$ cat config.mk
export PLATFORM = sky130hd
export DESIGN_NAME = qhs_serial_port
export DESIGN_NICKNAME = d
export VERILOG_FILES = /design/src/inc/qhs_pkg.sv /design/src/rtl/qhs_serial_port.sv /design/src/rtl/qhs_sync.sv /design/src/rtl/qhs_shifter.sv
export SDC_FILE = /design/constraint.sdc
export NUM_CORES = 1
export LEC_CHECK = 0
export BUFFER_PORTS_ARGS = -buffer_cell sky130_fd_sc_hd__buf_4
export CAP_MARGIN = 20
export CORE_MARGIN = 1.5
export CORE_UTILIZATION = 60
export CTS_BUF_LIST = sky130_fd_sc_hd__clkbuf_4 sky130_fd_sc_hd__clkbuf_8 sky130_fd_sc_hd__clkbuf_16
export CTS_CLUSTER_SIZE = 30
export DETAILED_ROUTE_END_ITERATION = 7
export PLACE_DENSITY = 0.84
export SLEW_MARGIN = 20
export SYNTH_ARGS = -nofsm -noshare
export SYNTH_HDL_FRONTEND = slang
export SYNTH_SLANG_ARGS = --single-unit
$ cat constraint.sdc
create_clock -name sys_clk -period 2.5 [get_ports sys_clk]
set_input_delay 0.5 -clock sys_clk [delete_from_list [all_inputs] [get_ports sys_clk]]
set_output_delay 0.5 -clock sys_clk [all_outputs]
set_load 0.02 [all_outputs]
$ cat src/inc/qhs_pkg.sv
// Shared constants and types for the quad switch serial port and control pins
package qhs_pkg;

    // ------------------------------------------------------------
    // Frame layout
    // ------------------------------------------------------------
    localparam int          WORD_W    = 16;
    localparam int          ADDR_W    = 5;
    localparam int          ADDR_MSB  = 14;
    localparam int          ADDR_LSB  = 10;
    localparam int          DATA_W    = 10;
    localparam int          NUM_REGS  = 32;
    localparam int          NUM_OUT   = 4;
    localparam int          BITCNT_W  = 5;
    localparam logic [4:0]  BITS_FULL = 5'h10;

    // ------------------------------------------------------------
    // Addressed register map (contents beyond this block are stubs)
    // ------------------------------------------------------------
    localparam logic [4:0]  ADDR_OUT_CTRL   = 5'h01;
    localparam logic [4:0]  ADDR_SENSE_CTRL = 5'h02;
    localparam logic [4:0]  ADDR_FAULT_CLR  = 5'h03;
    localparam logic [9:0]  REG_RESET       = 10'h000;

    // Sense control field positions
    localparam int          SENSE_SEL_LSB   = 0;
    localparam int          SENSE_EN_BIT    = 3;

    // ------------------------------------------------------------
    // Sense output selection
    // ------------------------------------------------------------
    typedef enum logic [2:0]
    {
        SENSE_OUT0 = 3'b000,
        SENSE_OUT1 = 3'b001,
        SENSE_OUT2 = 3'b010,
        SENSE_OUT3 = 3'b011,
        SENSE_TEMP = 3'b100
    } qhs_sense_type;

    // ------------------------------------------------------------
    // Power mode
    // ------------------------------------------------------------
    typedef enum logic [1:0]
    {
        MODE_SLEEP  = 2'b00,
        MODE_NORMAL = 2'b01,
        MODE_FAULT  = 2'b10
    } qhs_mode_type;

    // ------------------------------------------------------------
    // Timing
    // ------------------------------------------------------------
    localparam int          CLK_MHZ        = 200;
    localparam int          WAKE_HOLD_NS   = 100;
    localparam int          WAKE_HOLD_CYC  = (WAKE_HOLD_NS * CLK_MHZ) / 1000;
    localparam int          WAKE_CNT_W     = 5;

endpackage

$ cat src/rtl/qhs_serial_port.sv
// Serial slave port, wake logic, fault flag and sense select of a quad switch
`timescale 1ns/1ps
module qhs_serial_port
(
    input  wire logic        sys_clk,          // System clock, 200 MHz
    input  wire logic        reset,            // Synchronous reset, active high
    input  wire logic        cs_n,             // Chip select pin, active low
    input  wire logic        sclk,             // Serial clock pin
    input  wire logic        sdi,              // Serial data in pin
    output logic             sdo_o,            // Serial data out value
    output logic             sdo_oe_n,         // Serial out enable, low drives
    input  wire logic        rst_pin_n,        // Device reset pin, active low
    input  wire logic        wake_pin,         // Wake pin, active high
    input  wire logic        direct_input_0,   // Direct input 0, PWM clock too
    input  wire logic        direct_input_1,   // Direct input 1
    input  wire logic        direct_input_2,   // Direct input 2
    input  wire logic        direct_input_3,   // Direct input 3
    input  wire logic [3:0]  fault_detect,     // Per-output fault conditions
    input  wire logic [3:0]  output_status,    // Per-output on/off state
    input  wire logic        pwm_mode,         // Outputs driven by PWM module
    input  wire logic [3:0]  pwm_outputs,      // PWM module output levels
    output logic [3:0]       switch_outputs,   // High side switch commands
    output logic             fault_flag_n_o,   // Fault flag output value
    output logic             fault_flag_n_oe_n,// Fault flag enable, low pulls
    output logic [2:0]       sense_sel,        // Sense source selection
    output logic             sense_hiz,        // Sense output floating
    output logic             awake,            // Device out of sleep
    output logic             watchdog_start,   // Pulse: start watchdog
    output logic             pwm_clk_in,       // External PWM clock level
    output logic             reg_wr,           // Pulse: register write
    output logic [4:0]       reg_addr,         // Written register address
    output logic [9:0]       reg_data          // Written register data
);

    // ------------------------------------------------------------
    // Pin synchronisers
    // ------------------------------------------------------------
    logic       cs_lvl;
    logic       cs_rise;
    logic       cs_fall;
    logic       sclk_rise;
    logic       sclk_fall;
    logic       sdi_lvl;
    logic       rstp_lvl;
    logic       rstp_rise;
    logic       wake_lvl;
    logic [3:0] din_lvl;
    logic [3:0] din_raw;

    assign din_raw = {direct_input_3, direct_input_2, direct_input_1, direct_input_0};

    qhs_sync u_cs_sync
    (
        .sys_clk  (sys_clk),
        .reset    (reset),
        .async_in (cs_n),
        .rst_val  (1'b1),
        .level    (cs_lvl),
        .rise     (cs_rise),
        .fall     (cs_fall)
    );

    qhs_sync u_sclk_sync
    (
        .sys_clk  (sys_clk),
        .reset    (reset),
        .async_in (sclk),
        .rst_val  (1'b0),
        .level    (),
        .rise     (sclk_rise),
        .fall     (sclk_fall)
    );

    qhs_sync u_sdi_sync
    (
        .sys_clk  (sys_clk),
        .reset    (reset),
        .async_in (sdi),
        .rst_val  (1'b0),
        .level    (sdi_lvl),
        .rise     (),
        .fall     ()
    );

    qhs_sync u_rst_sync
    (
        .sys_clk  (sys_clk),
        .reset    (reset),
        .async_in (rst_pin_n),
        .rst_val  (1'b0),
        .level    (rstp_lvl),
        .rise     (rstp_rise),
        .fall     ()
    );

    qhs_sync u_wake_sync
    (
        .sys_clk  (sys_clk),
        .reset    (reset),
        .async_in (wake_pin),
        .rst_val  (1'b0),
        .level    (wake_lvl),
        .rise     (),
        .fall     ()
    );

    genvar gi;
    generate
        for (gi = 0; gi < qhs_pkg::NUM_OUT; gi++)
        begin : g_din
            qhs_sync u_din_sync
            (
                .sys_clk  (sys_clk),
                .reset    (reset),
                .async_in (din_raw[gi]),
                .rst_val  (1'b0),
                .level    (din_lvl[gi]),
                .rise     (),
                .fall     ()
            );
        end
    endgenerate

    // ------------------------------------------------------------
    // Frame control
    // ------------------------------------------------------------
    logic        selected;
    logic [15:0] status_word;
    logic [15:0] rx_word;
    logic [4:0]  rx_count;
    logic        sdo_bit;
    logic [3:0]  fault_latch_r;

    assign selected = ~cs_lvl & rstp_lvl;

    // Status word: fault flag, latched faults, output states, inputs
    assign status_word = {1'b0, |fault_latch_r, 2'b00, fault_latch_r,
                          output_status, din_lvl};

    qhs_shifter u_shifter
    (
        .sys_clk   (sys_clk),
        .reset     (reset),
        .active    (selected),
        .load      (cs_fall),
        .load_word (status_word),
        .sclk_rise (sclk_rise),
        .sclk_fall (sclk_fall),
        .sdi       (sdi_lvl),
        .rx_word   (rx_word),
        .rx_count  (rx_count),
        .sdo       (sdo_bit)
    );

    // Frames of 16 or more bits commit, keeping the last 16 bits received; short frames are dropped
    function automatic logic [4:0] addr_of(input logic [15:0] w);
        addr_of = w[qhs_pkg::ADDR_MSB:qhs_pkg::ADDR_LSB];
    endfunction

    logic commit;
    assign commit = cs_rise & rstp_lvl & (rx_count == qhs_pkg::BITS_FULL);

    always_ff @(posedge sys_clk)
    begin
        if (reset)
        begin
            reg_wr   <= 1'b0;
            reg_addr <= 5'h00;
            reg_data <= qhs_pkg::REG_RESET;
        end
        else
        begin
            reg_wr <= commit;
            if (commit)
            begin
                reg_addr <= addr_of(rx_word);
                reg_data <= rx_word[qhs_pkg::DATA_W-1:0];
            end
        end
    end

    // Output enable follows synchronised select; floats when deselected
    always_ff @(posedge sys_clk)
    begin
        if (reset)
        begin
            sdo_oe_n <= 1'b1;
            sdo_o    <= 1'b0;
        end
        else
        begin
            sdo_oe_n <= ~selected;
            sdo_o    <= sdo_bit;
        end
    end

    // ------------------------------------------------------------
    // Local control registers
    // ------------------------------------------------------------
    logic [3:0] spi_out_r;
    logic [2:0] sense_sel_r;
    logic       sense_en_r;

    always_ff @(posedge sys_clk)
    begin
        if (reset || !rstp_lvl)
        begin
            spi_out_r   <= 4'h0;
            sense_sel_r <= 3'b000;
            sense_en_r  <= 1'b0;
        end
        else if (commit)
        begin
            case (addr_of(rx_word))
                qhs_pkg::ADDR_OUT_CTRL:
                    spi_out_r <= rx_word[qhs_pkg::NUM_OUT-1:0];
                qhs_pkg::ADDR_SENSE_CTRL:
                begin
                    sense_sel_r <= rx_word[qhs_pkg::SENSE_SEL_LSB +: 3];
                    sense_en_r  <= rx_word[qhs_pkg::SENSE_EN_BIT];
                end
                default:
                    spi_out_r <= spi_out_r;
            endcase
        end
    end

    assign sense_sel = sense_sel_r;
    assign sense_hiz = ~sense_en_r;

    // Faults latch until cleared by command; a new fault wins over the clear
    logic fault_clr;
    assign fault_clr = commit && (addr_of(rx_word) == qhs_pkg::ADDR_FAULT_CLR);

    always_ff @(posedge sys_clk)
    begin
        if (reset || !rstp_lvl)
            fault_latch_r <= 4'h0;
        else
            fault_latch_r <= fault_detect | (fault_clr ? 4'h0 : fault_latch_r);
    end

    // ------------------------------------------------------------
    // Wake and mode
    // ------------------------------------------------------------
    logic                 wake_any;
    qhs_pkg::qhs_mode_type mode_r;
    qhs_pkg::qhs_mode_type mode_nxt;

    assign wake_any = rstp_lvl | wake_lvl | (|din_lvl);

    always_comb
    begin
        case (mode_r)
            qhs_pkg::MODE_SLEEP:
                mode_nxt = wake_any ? qhs_pkg::MODE_NORMAL : qhs_pkg::MODE_SLEEP;
            qhs_pkg::MODE_NORMAL:
                mode_nxt = !wake_any ? qhs_pkg::MODE_SLEEP
                         : (|fault_detect) ? qhs_pkg::MODE_FAULT : qhs_pkg::MODE_NORMAL;
            qhs_pkg::MODE_FAULT:
                mode_nxt = !wake_any ? qhs_pkg::MODE_SLEEP
                         : (|fault_detect) ? qhs_pkg::MODE_FAULT : qhs_pkg::MODE_NORMAL;
            default:
                mode_nxt = qhs_pkg::MODE_SLEEP;
        endcase
    end

    always_ff @(posedge sys_clk)
    begin
        if (reset)
            mode_r <= qhs_pkg::MODE_SLEEP;
        else
            mode_r <= mode_nxt;
    end

    assign awake = (mode_r != qhs_pkg::MODE_SLEEP);

    always_ff @(posedge sys_clk)
    begin
        if (reset)
            watchdog_start <= 1'b0;
        else
            watchdog_start <= rstp_rise;
    end

    // ------------------------------------------------------------
    // Outputs and fault flag
    // ------------------------------------------------------------
    // Faulted outputs are forced off; sleep turns everything off
    always_ff @(posedge sys_clk)
    begin
        if (reset)
            switch_outputs <= 4'h0;
        else if (!awake)
            switch_outputs <= 4'h0;
        else if (pwm_mode)
            switch_outputs <= pwm_outputs & ~fault_detect;
        else
            switch_outputs <= (din_lvl | spi_out_r) & ~fault_detect;
    end

    always_ff @(posedge sys_clk)
    begin
        if (reset)
            pwm_clk_in <= 1'b0;
        else
            pwm_clk_in <= din_lvl[0];
    end

    // Open drain: value always low, enable pulls during any fault
    assign fault_flag_n_o = 1'b0;

    always_ff @(posedge sys_clk)
    begin
        if (reset)
            fault_flag_n_oe_n <= 1'b1;
        else
            fault_flag_n_oe_n <= ~(|fault_detect);
    end

endmodule

$ cat src/rtl/qhs_sync.sv
// Two-flop synchroniser with edge detection on the synchronised level
`timescale 1ns/1ps
module qhs_sync
(
    input  wire logic sys_clk,   // System clock
    input  wire logic reset,     // Synchronous reset, active high
    input  wire logic async_in,  // Level from outside the clock domain
    input  wire logic rst_val,   // Level assumed during reset
    output logic      level,     // Synchronised level
    output logic      rise,      // One-cycle pulse on rising edge
    output logic      fall       // One-cycle pulse on falling edge
);

    logic meta_r;
    logic sync_r;
    logic prev_r;

    // First stage feeds only the second stage
    always_ff @(posedge sys_clk)
    begin
        meta_r <= async_in;
        sync_r <= meta_r;
    end

    always_ff @(posedge sys_clk)
    begin
        // Idle level on reset, so release shows no false edge
        if (reset)
            prev_r <= rst_val;
        else
            prev_r <= sync_r;
    end

    assign level = sync_r;
    assign rise  = ~reset & sync_r & ~prev_r;
    assign fall  = ~reset & ~sync_r & prev_r;

endmodule

$ cat src/rtl/qhs_shifter.sv
// Serial shift engine: samples input on clock fall, shifts output on clock rise
`timescale 1ns/1ps
module qhs_shifter
(
    input  wire logic        sys_clk,    // System clock
    input  wire logic        reset,      // Synchronous reset, active high
    input  wire logic        active,     // Chip select asserted (synchronised)
    input  wire logic        load,       // Load status word at frame start
    input  wire logic [15:0] load_word,  // Status word to send
    input  wire logic        sclk_rise,  // Serial clock rising edge
    input  wire logic        sclk_fall,  // Serial clock falling edge
    input  wire logic        sdi,        // Synchronised serial input
    output logic [15:0]      rx_word,    // Received word
    output logic [4:0]       rx_count,   // Bits received this frame
    output logic             sdo         // Current output bit
);

    logic [15:0] tx_r;
    logic [15:0] rx_r;
    logic [4:0]  cnt_r;
    logic        sdo_r;

    // Input sampled on falling serial clock, MSB first
    always_ff @(posedge sys_clk)
    begin
        if (reset || load)
        begin
            rx_r  <= 16'h0000;
            cnt_r <= 5'h00;
        end
        else if (active && sclk_fall)
        begin
            rx_r <= {rx_r[14:0], sdi};
            if (cnt_r != qhs_pkg::BITS_FULL)
                cnt_r <= cnt_r + 5'h01;
        end
    end

    // Output advances on rising serial clock; first bit shows at load
    always_ff @(posedge sys_clk)
    begin
        if (reset)
        begin
            tx_r  <= 16'h0000;
            sdo_r <= 1'b0;
        end
        else if (load)
        begin
            tx_r  <= {load_word[14:0], 1'b0};
            sdo_r <= load_word[15];
        end
        else if (active && sclk_rise && cnt_r != 5'h00)
        begin
            sdo_r <= tx_r[15];
            tx_r  <= {tx_r[14:0], 1'b0};
        end
    end

    assign rx_word  = rx_r;
    assign rx_count = cnt_r;
    assign sdo      = sdo_r;

endmodule

==> report_table.html <==
<table>
<tr><th>Metric</th><th>Value</th></tr>
<tr><th colspan="2">Worst hold path</th></tr>
<tr><td>Min-Delay Path Depth</td><td>1</td></tr>
<tr><td>Hold endpoint</td><td>u_cs_sync.meta_r</td></tr>
<tr><td>Startpoint of the most critical hold path</td><td>cs_n</td></tr>
<tr><td>Hold crit path type</td><td>in2reg</td></tr>
<tr><th colspan="2">Setup path</th></tr>
<tr><td>Depth of the most critical reg-to-reg path</td><td>5</td></tr>
<tr><td>Element type at the critical path start</td><td>register</td></tr>
<tr><td>Critical R2R Launch</td><td>u_shifter.rx_count[0]</td></tr>
<tr><td>Crit path DAT</td><td>2280 ps</td></tr>
<tr><td>Setup slack of the most critical reg-to-reg path</td><td>480 ps</td></tr>
<tr><td>Worst-path fanout max</td><td>16</td></tr>
<tr><td>Critical path capture point type</td><td>register</td></tr>
<tr><td>End of the worst register-to-register path</td><td>u_shifter.tx_r[15]</td></tr>
<tr><td>Class of the most critical setup path</td><td>reg2reg</td></tr>
<tr><td>Endpoint required time on the critical path</td><td>2770 ps</td></tr>
<tr><th colspan="2">Power and ir drop</th></tr>
<tr><td>Largest vdd supply drop</td><td>611 uV</td></tr>
<tr><td>Standby leakage power</td><td>1.65 nW</td></tr>
<tr><td>Ratio of total power to cell area</td><td>670 nW/um2</td></tr>
<tr><th colspan="2">Clocking</th></tr>
<tr><td>Count of H-tree levels built during CTS</td><td>3</td></tr>
<tr><td>Number of buffers inserted by hold repair at cts</td><td>0</td></tr>
<tr><td>Clock Pin Slew Worst Setup and Hold Paths</td><td>90 ps</td></tr>
<tr><td>Cell chosen for the clock root</td><td>clkbuf_8</td></tr>
<tr><td>Deepest clock path buffer count</td><td>2</td></tr>
<tr><td>Clock sink total</td><td>96</td></tr>
<tr><td>Post-CTS sizing</td><td>0</td></tr>
<tr><td>Source-to-sink clock delay at the later pin of the worst-skew pair</td><td>370 ps</td></tr>
<tr><td>CTS buffer count</td><td>9</td></tr>
<tr><td>Post-CTS Setup Repair Bufs</td><td>0</td></tr>
<tr><td>Clock tree from TritonCTS</td><td>yes</td></tr>
<tr><th colspan="2">Yosys</th></tr>
<tr><td>Most common cell in the netlist</td><td>dfxtp_1</td></tr>
<tr><td>Main area contributors after synthesis</td><td>dfxtp_1 (51%), a21oi_1 (4.9%), o21ai_0 (4.5%)</td></tr>
<tr><td>Register bit total from synthesis</td><td>96</td></tr>
<tr><td>Yosys top cell by area</td><td>dfxtp_1</td></tr>
<tr><td>Number of enable flip-flop cells after synthesis</td><td>0</td></tr>
<tr><td>Gate count of the mapped netlist</td><td>400</td></tr>
<tr><td>Synth Warn #</td><td>0</td></tr>
<tr><td>Post-synth net total</td><td>428</td></tr>
<tr><td>Mapped Area</td><td>3790 um2</td></tr>
<tr><td>Most frequently used flop master after synthesis</td><td>dfxtp_1</td></tr>
<tr><td>Sequential-to-total area share from yosys stat</td><td>0.507</td></tr>
<tr><td>Basic-gate share of the synthesized area counting and, or, nand and nor cells</td><td>0.182</td></tr>
<tr><td>Average cell area after synthesis</td><td>9.47 um2</td></tr>
<tr><td>Library cells used by synthesis</td><td>45</td></tr>
<tr><td>Post-Synth Adder-Cell Area</td><td>0.0132</td></tr>
<tr><td>Dominant combinational cell family by area after synthesis</td><td>compound AO/OA/AOI/OAI gates</td></tr>
<tr><td>Share of Yosys cell area claimed by the top area cell type</td><td>0.507</td></tr>
<tr><td>Synth top cells by count</td><td>dfxtp_1 (96), a21oi_1 (37), o21ai_0 (34)</td></tr>
<tr><td>Share of the synthesized netlist area taken by xor and xnor gates</td><td>0</td></tr>
<tr><td>Portion of netlist area occupied by mux cells</td><td>0.0291</td></tr>
<tr><td>Async set-or-reset flop fraction in the synthesized netlist</td><td>0</td></tr>
<tr><td>Share of the synthesized area in compound gates (AO/OA/AOI/OAI)</td><td>0.199</td></tr>
<tr><th colspan="2">Detailed routing</th></tr>
<tr><td>Post-route DRC</td><td>0</td></tr>
<tr><td>Via count</td><td>3166</td></tr>
<tr><td>Average wire length per cell after detail routing</td><td>16.3 um</td></tr>
<tr><td>Detail Route Antenna Nets</td><td>0</td></tr>
<tr><td>Number of vias per cell</td><td>6.16</td></tr>
<tr><td>Initial DRC Count</td><td>294</td></tr>
<tr><td>Post-Route WL</td><td>8360 um</td></tr>
<tr><td>Iteration count of the initial detailed-routing pass</td><td>4</td></tr>
<tr><th colspan="2">Final layout</th></tr>
<tr><td>Area added between synthesis and finish</td><td>15.9%</td></tr>
<tr><td>Antenna diode count</td><td>0</td></tr>
<tr><td>Final standard cell utilization of the core</td><td>0.729</td></tr>
<tr><td>Final Net Count</td><td>463</td></tr>
<tr><td>Share of final-layout standard cells stronger than drive strength 1</td><td>0.203</td></tr>
<tr><td>Final non-filler cell area</td><td>4390 um2</td></tr>
<tr><th colspan="2">Die</th></tr>
<tr><td>Die Span X</td><td>82.5 um</td></tr>
<tr><td>Die H</td><td>82.5 um</td></tr>
<tr><td>DIE AREA</td><td>6800 um2</td></tr>
<tr><td>Initial Utilization</td><td>0.629</td></tr>
<tr><td>Num rows</td><td>28</td></tr>
<tr><td>IO Count</td><td>55</td></tr>
<tr><td>Placeable Area</td><td>6030 um2</td></tr>
<tr><th colspan="2">GRT</th></tr>
<tr><td>Global route total overflow</td><td>0</td></tr>
<tr><td>Initial antenna violation count</td><td>0</td></tr>
<tr><td>Vias in the first global route</td><td>2709</td></tr>
<tr><td>Maximum number of pins on one net before global-route repair</td><td>45</td></tr>
<tr><td>Total track usage</td><td>0.255</td></tr>
<tr><td>Global-route wire length before repair</td><td>13000 um</td></tr>
<tr><th colspan="2">Status</th></tr>
<tr><td>Status</td><td>finished clean</td></tr>
<tr><th colspan="2">Place</th></tr>
<tr><td>Port bufs</td><td>53</td></tr>
<tr><td>Pre-CTS setup slack</td><td>328 ps</td></tr>
<tr><td>HPWL after detailed placement</td><td>5650 um</td></tr>
<tr><td>Post-detailed-placement cell area</td><td>4180 um2</td></tr>
<tr><td>Routability-driven placement congestion ratio</td><td>0.808</td></tr>
<tr><th colspan="2">STA</th></tr>
<tr><td>Setup TNS Final</td><td>0 ps</td></tr>
<tr><td>Worst clock skew on the final layout</td><td>11.1 ps</td></tr>
<tr><td>Remaining max-slew budget at the tightest pin</td><td>0.294</td></tr>
<tr><td>Max Fclk</td><td>0.496 GHz</td></tr>
<tr><td>Post-route minimum period</td><td>2020 ps</td></tr>
<tr><td>Slew Limit Fails</td><td>0</td></tr>
<tr><td>RSZ-0062 raised after global routing</td><td>false</td></tr>
<tr><td>Period Utilization, post-route</td><td>0.807</td></tr>
<tr><td>Final worst hold slack</td><td>230 ps</td></tr>
<tr><td>Count of final setup violators</td><td>0</td></tr>
<tr><td>Final worst slack</td><td>484 ps</td></tr>
<tr><td>Hold Vio Cnt, Final</td><td>0</td></tr>
<tr><td>Slew at the pin closest to its max-slew limit</td><td>1060 ps</td></tr>
<tr><th colspan="2">Job</th></tr>
<tr><td>Max-Cap Viols</td><td>0</td></tr>
</table>
==> registers in the layout (all words and copies together), names as in the netlist, 2 cells and up <==
signal                   flops
reg_addr                     5
reg_data                    10
mode_r                       2
switch_outputs               4
spi_out_r                    4
u_shifter.rx_count           5
u_shifter.rx_word           15
g_din.u_din_sync.level       4
sense_sel                    3
g_din.u_din_sync.meta_r      4
fault_latch_r                4
u_shifter.tx_r              15
==> kinds of logic after synthesis <==
| logic type | after synthesis |
|---|---|
| compound gates | 119 |
| flops | 96 |
| simple gates | 111 |
| mux | 11 |
| buf+inv | 58 |
| fa+ha+maj | 4 |
| other cells | 1 |
==> worst max-delay path, stage by stage, from the launching register on <==
cell and delay (ps):
dfxtp_1 350, inv_1 90, ha_1 220, or4b_1 730, a311o_1 410, o311a_1 120
==> where the power goes <==
group / internal [mW] / switching (mW) / total (mW)
clock network: 0.568 / 0.515 / 1.08
logic: 0.0994 / 0.145 / 0.244
registers: 1.58 / 0.0362 / 1.62
==> area by class of cell <==
cell class / count / area [um2]
inverters: 20 / 75.1
flip-flops and latches: 96 / 1920
multi-input cells: 246 / 1620
clock buffers: 10 / 131
well taps: 75 / 93.8
fillers: 472 / 1630
repair buffers: 62 / 465
clock inverters: 5 / 82.6
==> metal layers <==
metal	wire length (um)	vias up	global-route usage
met5	0	-	0
met4	101	0	0.0881
met3	613	8	0.0714
met2	3960	111	0.395
met1	3680	1511	0.342
li1	-	1536	-
==> cells in the final DEF (no fill, tap or decap), types with 2 or more instances in the layout <==
master      instances
nand2_1            15
bufinv_16           2
a21oi_1            37
mux2i_1            11
nand4_1            17
nand4bb_1           2
dfxtp_1            96
or4b_1              2
a211o_1             2
nand3_1            30
a41oi_1             5
a311oi_1           11
nor4_1              3
buf_4              62
o211ai_1            4
clkinvlp_4          3
nor2b_1             6
ha_1                4
nor3_1              5
clkbuf_8            9
o31ai_1            16
nand2b_1            3
o21ai_0            33
a2111oi_0           6
nor4bb_2            2
nor4_4              2
inv_1              19
nor2_1             13
==> metrics by stage <==
stage / power (mW) / instances
after floorplan: 1.80 / 400
after global placement: 1.88 / 499
after detailed placement: 1.89 / 499
after CTS: 2.96 / 514
after global routing: 3.05 / 514
final: 2.95 / 514
==> worst max-delay path by stage <==
stage                       endpoint                   from  cells after the start
6_report          u_shifter.tx_r[15]  u_shifter.rx_count[0]                      5
3_5_place_dp        fault_latch_r[0]                  reset                      4
4_1_cts           u_shifter.tx_r[15]  u_shifter.rx_count[0]                      5
5_1_grt             fault_latch_r[0]  u_shifter.rx_count[0]                      5
2_1_floorplan  u_shifter.rx_count[4]                  reset                      6
3_3_place_gp        fault_latch_r[2]                  reset                      4
Note: power is estimated with default switching activity, not from simulation.
